**src/core/sss_pkg.sv**
```systemverilog
/*
  Constants for the serial shift-and-store register.
  Assumes a single 10 MHz system clock and an active-high asynchronous reset.
*/
package sss_pkg;
  // ----------------------------------------------------------------
  // Sizes
  // ----------------------------------------------------------------
  localparam int unsigned STAGES     = 8;
  localparam int unsigned SNAP_DEPTH = 8;
  // ----------------------------------------------------------------
  // Reset values
  // ----------------------------------------------------------------
  localparam logic [STAGES-1:0] STAGE_RST = 8'h00;
  localparam logic [STAGES-1:0] LATCH_RST = 8'h00;
  localparam logic              SYNC_RST  = 1'h0;
  localparam logic              CASC_RST  = 1'h0;
  localparam logic [3:0]        PTR_RST   = 4'h0;
endpackage

```
**src/core/sss_shift_store.sv**
```systemverilog
/*
  Eight-stage serial shift register with storage latches, three-state parallel
  outputs, two cascade outputs and a snapshot FIFO.
  Assumes shift clock, data, strobe and enable arrive asynchronously from pins
  and are sampled on clock_i, so the shift clock must be well below 5 MHz.
*/
// Operation
// Eight shift stages move the serial input one stage on every rising shift-clock edge.
// While strobe is high every stage is copied into its storage latch.
// The parallel outputs carry the latches only while output enable is high and float otherwise.
// The fast cascade output shows the last stage and changes on the rising shift-clock edge.
// The late cascade output shows the same bit but changes on the following falling edge.
// Two serial outputs exist so a chained device can take either one as its serial input.
// While strobe is low the latches keep their contents whatever the stages do.
`timescale 1ns/1ps

// ------------------------------------------------------------------
// Snapshot FIFO
// ------------------------------------------------------------------
module sss_fifo #(
  parameter int unsigned WIDTH = 8,
  parameter int unsigned DEPTH = 8
) (
  // Clock and reset
  input  wire logic             clock_i,
  input  wire logic             rst_i,
  // Fill side
  input  wire logic             in_valid_i,
  input  wire logic [WIDTH-1:0] in_data_i,
  output logic                  in_ready_o,
  // Drain side
  output logic                  out_valid_o,
  output logic [WIDTH-1:0]      out_data_o,
  input  wire logic             out_ready_i
);
  localparam int unsigned AW = $clog2(DEPTH);

  typedef struct packed {
    logic [DEPTH-1:0][WIDTH-1:0] mem;
    logic [AW:0]                 wr_ptr;
    logic [AW:0]                 rd_ptr;
  } sss_fifo_state_type;

  sss_fifo_state_type state_ff;
  sss_fifo_state_type nxt_state;
  logic               empty;
  logic               full;

  assign empty       = state_ff.wr_ptr == state_ff.rd_ptr;
  assign full        = (state_ff.wr_ptr[AW-1:0] == state_ff.rd_ptr[AW-1:0]) &&
                       (state_ff.wr_ptr[AW] != state_ff.rd_ptr[AW]);
  assign in_ready_o  = !full;
  assign out_valid_o = !empty;
  assign out_data_o  = state_ff.mem[state_ff.rd_ptr[AW-1:0]];

  always_comb begin
    nxt_state = state_ff;
    if (in_valid_i && !full) begin
      nxt_state.mem[state_ff.wr_ptr[AW-1:0]] = in_data_i;
      nxt_state.wr_ptr = state_ff.wr_ptr + 1'b1;
    end
    if (out_ready_i && !empty) begin
      nxt_state.rd_ptr = state_ff.rd_ptr + 1'b1;
    end
  end

  always_ff @(posedge clock_i or posedge rst_i) begin
    if (rst_i) begin
      state_ff <= '0;
    end else begin
      state_ff <= nxt_state;
    end
  end
endmodule // sss_fifo

// ------------------------------------------------------------------
// Shift-and-store register
// ------------------------------------------------------------------
module sss_shift_store #(
  parameter int unsigned SNAP_DEPTH = sss_pkg::SNAP_DEPTH
) (
  // Clock and reset
  input  wire logic                       clock_i,
  input  wire logic                       rst_i,
  // Control pins from the driving logic
  input  wire logic                       shift_clk_i,
  input  wire logic                       serial_data_i,
  input  wire logic                       strobe_i,
  input  wire logic                       out_enable_i,
  // Parallel three-state outputs
  output logic [sss_pkg::STAGES-1:0]      par_data_o,
  output logic [sss_pkg::STAGES-1:0]      par_oe_o,
  // Cascade outputs
  output logic                            cascade_serial_out_o,
  output logic                            cascade_serial_late_o,
  // Snapshot stream
  output logic                            snap_valid_o,
  output logic [sss_pkg::STAGES-1:0]      snap_data_o,
  input  wire logic                       snap_ready_i,
  output logic                            snap_room_o
);
  typedef struct packed {
    logic [1:0]                 sclk_sync;
    logic                       sclk_prev;
    logic [1:0]                 data_sync;
    logic [1:0]                 stb_sync;
    logic                       stb_prev;
    logic [1:0]                 oe_sync;
    logic [sss_pkg::STAGES-1:0] stage;
    logic [sss_pkg::STAGES-1:0] latch;
    logic                       late;
  } sss_state_type;

  sss_state_type state_ff;
  sss_state_type nxt_state;
  logic          sclk_rise;
  logic          sclk_fall;
  logic          stb_high;
  logic          snap_push;

  // ----------------------------------------------------------------
  // Edge detection on the second synchroniser stage
  // ----------------------------------------------------------------
  assign sclk_rise = state_ff.sclk_sync[1] && !state_ff.sclk_prev;
  assign sclk_fall = !state_ff.sclk_sync[1] && state_ff.sclk_prev;
  assign stb_high  = state_ff.stb_sync[1];
  assign snap_push = stb_high && !state_ff.stb_prev;

  always_comb begin
    nxt_state              = state_ff;
    // Pins pass two flops; only the second one feeds any logic
    nxt_state.sclk_sync    = {state_ff.sclk_sync[0], shift_clk_i};
    nxt_state.data_sync    = {state_ff.data_sync[0], serial_data_i};
    nxt_state.stb_sync     = {state_ff.stb_sync[0], strobe_i};
    nxt_state.oe_sync      = {state_ff.oe_sync[0], out_enable_i};
    nxt_state.sclk_prev    = state_ff.sclk_sync[1];
    nxt_state.stb_prev     = state_ff.stb_sync[1];
    if (sclk_rise) begin
      nxt_state.stage = {state_ff.stage[sss_pkg::STAGES-2:0], state_ff.data_sync[1]};
    end
    // Transparent: a shift in the same cycle reaches the latches at once
    if (stb_high) begin
      nxt_state.latch = nxt_state.stage;
    end
    if (sclk_fall) begin
      nxt_state.late = state_ff.stage[sss_pkg::STAGES-1];
    end
  end

  always_ff @(posedge clock_i or posedge rst_i) begin
    if (rst_i) begin
      state_ff <= '0;
    end else begin
      state_ff <= nxt_state;
    end
  end

  // ----------------------------------------------------------------
  // Outputs
  // ----------------------------------------------------------------
  assign par_data_o            = state_ff.latch;
  assign par_oe_o              = {sss_pkg::STAGES{state_ff.oe_sync[1]}};
  assign cascade_serial_out_o  = state_ff.stage[sss_pkg::STAGES-1];
  assign cascade_serial_late_o = state_ff.late;

  // Each strobe rise queues the captured word; a full FIFO drops it
  sss_fifo #(
    .WIDTH (sss_pkg::STAGES),
    .DEPTH (SNAP_DEPTH)
  ) u_snap (
    .clock_i     (clock_i),
    .rst_i       (rst_i),
    .in_valid_i  (snap_push),
    .in_data_i   (nxt_state.latch),
    .in_ready_o  (snap_room_o),
    .out_valid_o (snap_valid_o),
    .out_data_o  (snap_data_o),
    .out_ready_i (snap_ready_i)
  );
endmodule // sss_shift_store

```
**config.mk**
```make
export PLATFORM = sky130hd
export DESIGN_NAME = sss_shift_store
export DESIGN_NICKNAME = d
export VERILOG_FILES = /design/src/core/sss_pkg.sv /design/src/core/sss_shift_store.sv
export SDC_FILE = /design/constraint.sdc
export NUM_CORES = 1
export LEC_CHECK = 0
export BUFFER_PORTS_ARGS = -buffer_cell sky130_fd_sc_hd__buf_2
export CELL_PAD_IN_SITES_DETAIL_PLACEMENT = 1
export CELL_PAD_IN_SITES_GLOBAL_PLACEMENT = 1
export CORE_MARGIN = 2
export CORE_UTILIZATION = 45
export CTS_CLUSTER_DIAMETER = 40
export DETAILED_ROUTE_END_ITERATION = 16
export GPL_ROUTABILITY_DRIVEN = 1
export GPL_TIMING_DRIVEN = 0
export PLACE_DENSITY_LB_ADDON = 0.15
export SYNTH_ARGS = -nofsm -noshare
export SYNTH_HDL_FRONTEND = slang
export SYNTH_SLANG_ARGS = --single-unit
export TNS_END_PERCENT = 20
```
**constraint.sdc**
```tcl
create_clock -name clock_i -period 4.4 [get_ports clock_i]
set_clock_uncertainty 0.05 [all_clocks]
set_input_delay 1.32 -clock clock_i [delete_from_list [all_inputs] [get_ports clock_i]]
set_output_delay 1.32 -clock clock_i [all_outputs]
set_load 0.01 [all_outputs]
```
Word-level counts from Yosys, hierarchy flattened --
Index checks and enable logic that the tools add are counted.
Cells by class: add/sub/neg operators 2, magnitude comparators 3, eq/ne operators 3, mux-type cells 7, reductions and logical operators 12
Operators with widths (count):
- bitwise mux 64 bit | 1
- 2-to-1 mux 8 bit | 4
- binary-select mux 8 bit (select 3 bit) | 1
- demux 8 bit (select 3 bit) | 1
- adder 4 x 1 -> 4 bit (second input constant) | 2
- < comparator 3 x 4 -> 1 bit (second input constant) | 2
- logical AND 1 bit | 7
- logical NOT 1 bit | 5
- equality test 4 bit | 1
- equality test 3 bit | 1
- >= comparator 3 x 1 -> 1 bit (second input constant) | 1
- != test 1 bit | 1
Word-level totals: flip-flop bits (word level) 99, bits of input ports 7, output and inout bits 28, word-level logic and storage cells 46

Depth between registers and ports, before layout --
Gate-level depths: netlist of the first run.
depth in word-level cells 5, mapped depth 7, gate-level depth less buffers 4

Modules after synthesis --
Synthesis of the first run repeated with hierarchy kept, for this count alone.
Second synthesis, totals: cell total of the unflattened synthesis 303, area, all modules 4675.7 um^2
Modules (own cells, without submodules):
- sss_fifo | times used 1, cells an instance 209, area each 3490.8 um^2
- sss_shift_store | times used 1, cells an instance 94, area each 1184.9 um^2

Worst setup path before layout of the first run --
OpenSTA, ideal clock, no wires.
path kind register -> output, start register u_snap.state_ff[0] (netlist bit), end output port snap_data_o[0] (netlist bit), arrival time 1.660 ns, data required time 3.030 ns, slack 1.370 ns, stages on the path, launching flop included 5, cell sequence dfrtp_1 buf_4 buf_2 mux4_2 mux2_2
On the way: longest elaborated chain between the ends 2
Ends and longest elaborated chain:
- start: declaration | line sss_shift_store.sv:44 | sss_fifo_state_type state_ff;
- start signal: assignment | line sss_shift_store.sv:71 | state_ff <= nxt_state;
- binary-select mux 8 bit (select 3 bit) | line sss_shift_store.sv:54 | assign out_data_o = state_ff.mem[state_ff.rd_ptr[AW-1:0]];
- 2-to-1 mux 8 bit (implied by the code) | line sss_shift_store.sv:54
- end: declaration | line sss_shift_store.sv:98 | output logic [sss_pkg::STAGES-1:0] snap_data_o,
Every way passes these cells. The select of a mux whose other input is x is not followed.

Final worst setup path of the first run --
start register u_snap.state_ff[0] (netlist bit), end output port snap_data_o[5] (netlist bit)
Same word-level chain as after synthesis.

==> flow_summary_export.csv, run 1 <==
group,metric,value,unit
worst_hold_path,hp-class,"reg2reg",
pwr,leakagePower,0.00235,uW
clocking,cts_tree,"done",
setup_path,worstSetupPathType,"reg2out",
route,dr.first_iter.drc_count,105,
finish,antenna_cells,0,
yosys,synth_cell_type_count,31,
yosys,synthXorXnorAreaFrac,2.49,%
route,viasPerCell,5.21,
global_routing,grt_pass1_vias,2720,
yosys,ys_seq_elements,99,
floorplan,rows,36,
clocking,cts.hold.buffers_added,0,
setup_path,critPathLaunchType,"flip-flop",
clocking,cts_root_buf,"clkbuf_8",
floorplan,ios,35,
setup_path,crit_required,3.03,ns
run_status,status,"finished, final reports clean",
timing,fin_crit,3.82,ns
timing,fin_tns_setup,0,ns
yosys,seq_area_frac_synth,54.7,%
yosys,syn_inst,284,
yosys,ys.warnings.count,0,
timing,finalMaxSlewViolations,0,
clocking,cts_setup_buffers,0,
pwr,totalPowerFinal,3640,uW
floorplan,die_y,104,um
route,vias,2436,
route,wl_per_cell,19.0,um
clocking,cts_buffers,9,
timing,hold_viol,0,
floorplan,die_w,104,um
timing,max_slew_margin,44.3,%
global_routing,grt_util_all_layers,17.8,%
place,routabilityCongestion,0.720,
clocking,clkTransAtPathRegs,0.10,ns
yosys,synth_nets,293,
floorplan,core,9770,um2
global_routing,grt_remaining_overflow,0,
yosys,synth_area,4530,um2
route,dr.pass1.iters,5,
flow_run,max-cap-violations,0,
finish,nNetsFinal,339,
setup_path,cp-end-kind,"primary output",
yosys,muxShareOfSynthArea,31.9,%
global_routing,grt_start_max_net_pins,74,
global_routing,grt_use_met3,3.57,%
clocking,cts_resized,0,
timing,setup_viol,0,
route,drt-total-wl,8.88,mm
place,place_ws,0.950,ns
finish,drive_gt1_share,58.5,%
floorplan,die-area,10900,um2
finish,final_cell_area,5110,um2
pwr,power_density,714,nW/um2
pwr,ir_worst_vdd,0.313,mV
clocking,insertion_delay,0.37,ns
timing,setup_ws,0.582,ns
clocking,cts.path.max_buffers,2,
timing,worst_slew_pin_slew,0.835,ns
yosys,synthAdderAreaFrac,0.553,%
yosys,synth-edff-count,0,
clocking,htree_levels,3,
timing,rsz0062_at_grt,"no",
yosys,synthArstFlopShare,100,%
yosys,synth_area_per_cell,15.9,um2
finish,syn_to_final_growth,12.8,%
global_routing,grt_pass1_wl,14.6,mm
yosys,synth_top_family_by_area,"multiplexers",
global_routing,antenna_found_initial,0,
route,drc,0,
place,io_buffers,34,
yosys,synth_compound_area_share,0.884,%
yosys,synthSimpleGateAreaFrac,4.39,%
global_routing,met2_usage,31.3,%
setup_path,path_max_fanout,10,
timing,period_share,86.8,%
global_routing,busiest_layer,"met2",
yosys,synthFlopType,"dfrtp_1",
route,final_antenna_net_count,0,
timing,timing.fmax,262,MHz
clocking,cts_num_sinks,99,
finish,utilization,52.2,%
place,postPlaceCellArea,4890,um2
global_routing,use_met1,22.2,%
floorplan,start_util,46.3,%
setup_path,critical_path_arrival,2.45,ns
place,hpwl,5.69,mm
[synth_stat cells (2+ instances only)]
library cell  number  area share (%)
and3_1             2            0.28
and3_4             2            0.50
buf_2              6            0.66
buf_4             17             2.8
buf_6              4            0.99
clkbuf_1           2            0.17
dfrtp_1           99              55
ha_1               2            0.55
inv_1              4            0.33
mux2_2            75              19
mux2_4            16             5.3
mux4_2            16             8.0
nand2b_1           2            0.28
nand3_1            3            0.33
nand4_2            4             1.1
nor2_1             2            0.17
nor2b_1            3            0.41
nor3_1             2            0.22
nor3b_1            2            0.33
xnor2_1            7             1.4
xor2_1             4            0.77
[metrics by stage]
step           hold WS, ns  instances
5_1_grt              0.321        468
2_1_floorplan        0.281        284
3_5_place_dp         0.286        452
6_report             0.306        468
3_3_place_gp         0.282        451
4_1_cts              0.308        468
[worst paths after layout]
kind,startpoint,slack [ns],cells past startpoint,endpoint
hold reg to reg,nxt_state[21]$_DFF_PP0_,0.31,0,nxt_state[19]$_DFF_PP0_
setup reg to reg,nxt_state[19]$_DFF_PP0_,2.15,3,u_snap.state_ff[24]$_DFFE_PP0P_
setup / recovery,u_snap.state_ff[0]$_DFFE_PP0P_,0.58,5,snap_data_o[5]
hold / removal,nxt_state[21]$_DFF_PP0_,0.31,0,nxt_state[19]$_DFF_PP0_
max in group asynchronous,rst_i,2.76,3,u_snap.state_ff[18]$_DFFE_PP0P_
min in group asynchronous,rst_i,0.88,2,u_snap.state_ff[51]$_DFFE_PP0P_
[power breakdown]
part | leakage [uW] | total (uW) | internal (uW) | switching, uW
logic | 0.00100 | 1560 | 861 | 700
registers | 0.00124 | 1470 | 1270 | 196
clock network | 0.000106 | 613 | 296 | 317
total | 0.00235 | 3640 | 2430 | 1210
[worst max-delay path: stages (launching register included)]
cell and delay, ns:
dfrtp_1 0.40, buf_4 0.28, buf_2 0.41, mux4_2 0.57, mux2_2 0.29, buf_2 0.14
[per-layer routing]
metal  vias to the layer above  part of all wire, %
li1                       1096                    -
met1                      1295                   44
met2                        33                   52
met3                        12                  3.2
met4                         0                  1.4
met5                         -                    0
[cells by family after synthesis]
kind of cell / after synthesis
xor gates and xnor gates: 12
DFF: 99
adders and majority gates: 2
muxes: 107
buffers and inverters: 34
and+or+nand+nor: 27
AOI/OAI and AO/OA: 3
[area by class of cell]
cell class / count / area [um2]
clock buffers: 11 / 151
flip-flops and latches: 99 / 2480
clock inverters: 5 / 60.1
well taps: 133 / 166
plain buffers: 30 / 214
fillers: 976 / 4670
multi-input cells: 151 / 1820
inverters: 4 / 17.5
repair buffers: 35 / 198
[placed cells by master (no fill, tap or decap), types with 2 or more instances in the layout]
cell type and instances:
clkbuf_1 2, mux4_2 16, xnor2_1 7, inv_1 3
nor2b_1 3, buf_2 40, and3_4 2, buf_6 4
xor2_1 4, nand4_2 4, clkbuf_8 11, mux2_4 16
nor3_1 2, mux2_2 75, nand3_1 3, dfrtp_1 99
buf_4 17, nor3b_1 2, nor2_1 2, nand2b_1 2
and3_1 2, ha_1 2
[registers in the layout, summed over array words and instances (netlist names)]
signal / flops
cascade_serial_late_o: 1
par_oe_o: 1
cascade_serial_out_o: 1
par_data_o: 8
state_ff: 10
u_snap.state_ff: 72
nxt_state: 6
(Power assumes the default switching activity.)
==> run 2: changes to the inputs <==
--- a/config.mk
+++ b/config.mk
@@ -5,7 +5,7 @@
 export SDC_FILE = /design/constraint.sdc
 export NUM_CORES = 1
 export LEC_CHECK = 0
-export BUFFER_PORTS_ARGS = -buffer_cell sky130_fd_sc_hd__buf_2
+export BUFFER_PORTS_ARGS = -buffer_cell sky130_fd_sc_hd__buf_4
 export CELL_PAD_IN_SITES_DETAIL_PLACEMENT = 1
 export CELL_PAD_IN_SITES_GLOBAL_PLACEMENT = 1
 export CORE_MARGIN = 2
==> flow_summary_export.csv, run 2 (synthesis gave the netlist of run 1 again) <==
group,metric,value,unit
floorplan,die_y,104,um
clocking,insertion_delay,0.35,ns
setup_path,max_stage_delay,0.56,ns
route,drt-total-wl,9.05,mm
floorplan,core,9770,um2
place,routabilityCongestion,0.736,
setup_path,reg2reg_from,"nxt_state[19]$_DFF_PP0_",
setup_path,reg2reg_to,"u_snap.state_ff[32]$_DFFE_PP0P_",
place,hpwl,5.90,mm
route,dr.pass1.iters,2,
timing,finalMaxSlewViolations,0,
global_routing,grt_remaining_overflow,0,
global_routing,grt_pass1_vias,2752,
finish,mostFrequentLayoutCells,"dfrtp_1 (99), mux2_2 (75), buf_4 (51)",
place,io_buffers,34,
finish,syn_to_final_growth,14.4,%
clocking,cts_tree,"done",
setup_path,critPathMostFrequentCell,"buf_4",
route,drc,0,
clocking,cts_resized,0,
timing,fin_crit,3.78,ns
finish,final_cell_area,5180,um2
pwr,leakagePower,0.00236,uW
setup_path,crit_required,3.03,ns
setup_path,path_buf_inv,3,
timing,rsz0062_at_grt,"no",
setup_path,startpoint,"u_snap.state_ff[0]$_DFFE_PP0P_",
timing,setup_viol,0,
setup_path,critPathTopFamily,"multiplexers",
timing,period_share,86.0,%
setup_path,r2r_slack,2.14,ns
setup_path,crit_cells,5,
clocking,cts_setup_buffers,0,
pwr,ir_worst_vdd,0.333,mV
setup_path,path_max_fanout,10,
floorplan,ios,35,
global_routing,grt_util_all_layers,17.6,%
place,place_ws,0.963,ns
route,viasPerCell,5.23,
route,wl_per_cell,19.3,um
timing,worst_slew_pin_slew,0.847,ns
clocking,cts_num_sinks,99,
finish,largest_register_ffs,72,
floorplan,die_w,104,um
clocking,cts.path.max_buffers,2,
floorplan,die-area,10900,um2
global_routing,grt_pass1_wl,14.4,mm
clocking,clkTransAtPathRegs,0.09,ns
route,dr.first_iter.drc_count,52,
finish,regMostFlops,"u_snap.state_ff",
global_routing,antenna_found_initial,0,
timing,max_slew_margin,43.6,%
setup_path,crit_chain,"buf_4 > buf_2 > mux4_2 > mux2_2 > buf_4",
pwr,power_density,711,nW/um2
timing,setup_ws,0.616,ns
setup_path,r2r_cells,3,
setup_path,critical_path_arrival,2.41,ns
finish,drive_gt1_share,58.5,%
route,final_antenna_net_count,0,
route,vias,2446,
setup_path,critPathSlowestCell,"mux4_2",
worst_hold_path,hp-class,"reg2reg",
flow_run,max-cap-violations,0,
setup_path,critPathLaunchType,"flip-flop",
setup_path,worstSetupPathType,"reg2out",
clocking,cts_root_buf,"clkbuf_8",
place,postPlaceCellArea,4980,um2
timing,timing.fmax,264,MHz
floorplan,rows,36,
global_routing,grt_start_max_net_pins,65,
finish,nNetsFinal,339,
clocking,htree_levels,3,
run_status,status,"finished, final reports clean",
timing,hold_viol,0,
setup_path,worstSetupEndpoint,"snap_data_o[5]",
finish,antenna_cells,0,
timing,hold_slack,0.313,ns
finish,layout_commonest_cell,"dfrtp_1",
clocking,cts.hold.buffers_added,0,
pwr,totalPowerFinal,3680,uW
floorplan,start_util,46.3,%
clocking,cts_buffers,9,
setup_path,cp-end-kind,"primary output",
## run 2: per-stage QoR
| stage | setup TNS [ns] | util (%) | cells |
|---|---|---|---|
| after CTS | 0 | 53.0 | 468 |
| after global placement | -76.41 | 50.6 | 451 |
| after global routing | 0 | 53.0 | 468 |
| after detailed placement | 0 | 50.9 | 452 |
| after floorplan | 0 | - | 284 |
| final | 0 | 53.0 | 468 |
## run 2: final cells by class
type	instances	area, um2
clock inverter	3	20.0
clock buffer	13	179
buffer	30	214
sequential	99	2480
timing repair buffer	35	283
fill	972	4600
tap	133	166
multi-input combinational	151	1820
inverter	4	17.5
## run 2: layer usage
metal / track usage [%] / up-vias / share of wire, %
met5: 0 / - / 0
met4: 6.37 / 0 / 1.4
met3: 3.01 / 12 / 2.1
met2: 31.6 / 27 / 53
met1: 21.2 / 1309 / 44
li1: - / 1098 / -
## run 2: worst min path at each step
stage / startpoint / end / slack, ns / depth (start not counted)
6_report: nxt_state[23]$_DFF_PP0_ / state_ff[23]$_DFF_PP0_ / 0.31 / 0
5_1_grt: nxt_state[23]$_DFF_PP0_ / state_ff[23]$_DFF_PP0_ / 0.32 / 0
4_1_cts: nxt_state[23]$_DFF_PP0_ / state_ff[23]$_DFF_PP0_ / 0.32 / 0
3_5_place_dp: nxt_state[23]$_DFF_PP0_ / state_ff[23]$_DFF_PP0_ / 0.30 / 0
3_3_place_gp: nxt_state[26]$_DFF_PP0_ / nxt_state[24]$_DFF_PP0_ / 0.28 / 0
2_1_floorplan: nxt_state[21]$_DFF_PP0_ / nxt_state[19]$_DFF_PP0_ / 0.28 / 0
## run 2: where the power goes
| group | switching (uW) | total, uW | internal, uW |
|---|---|---|---|
| Combinational | 710 | 1640 | 931 |
| Sequential | 194 | 1470 | 1270 |
| Clock | 304 | 570 | 267 |
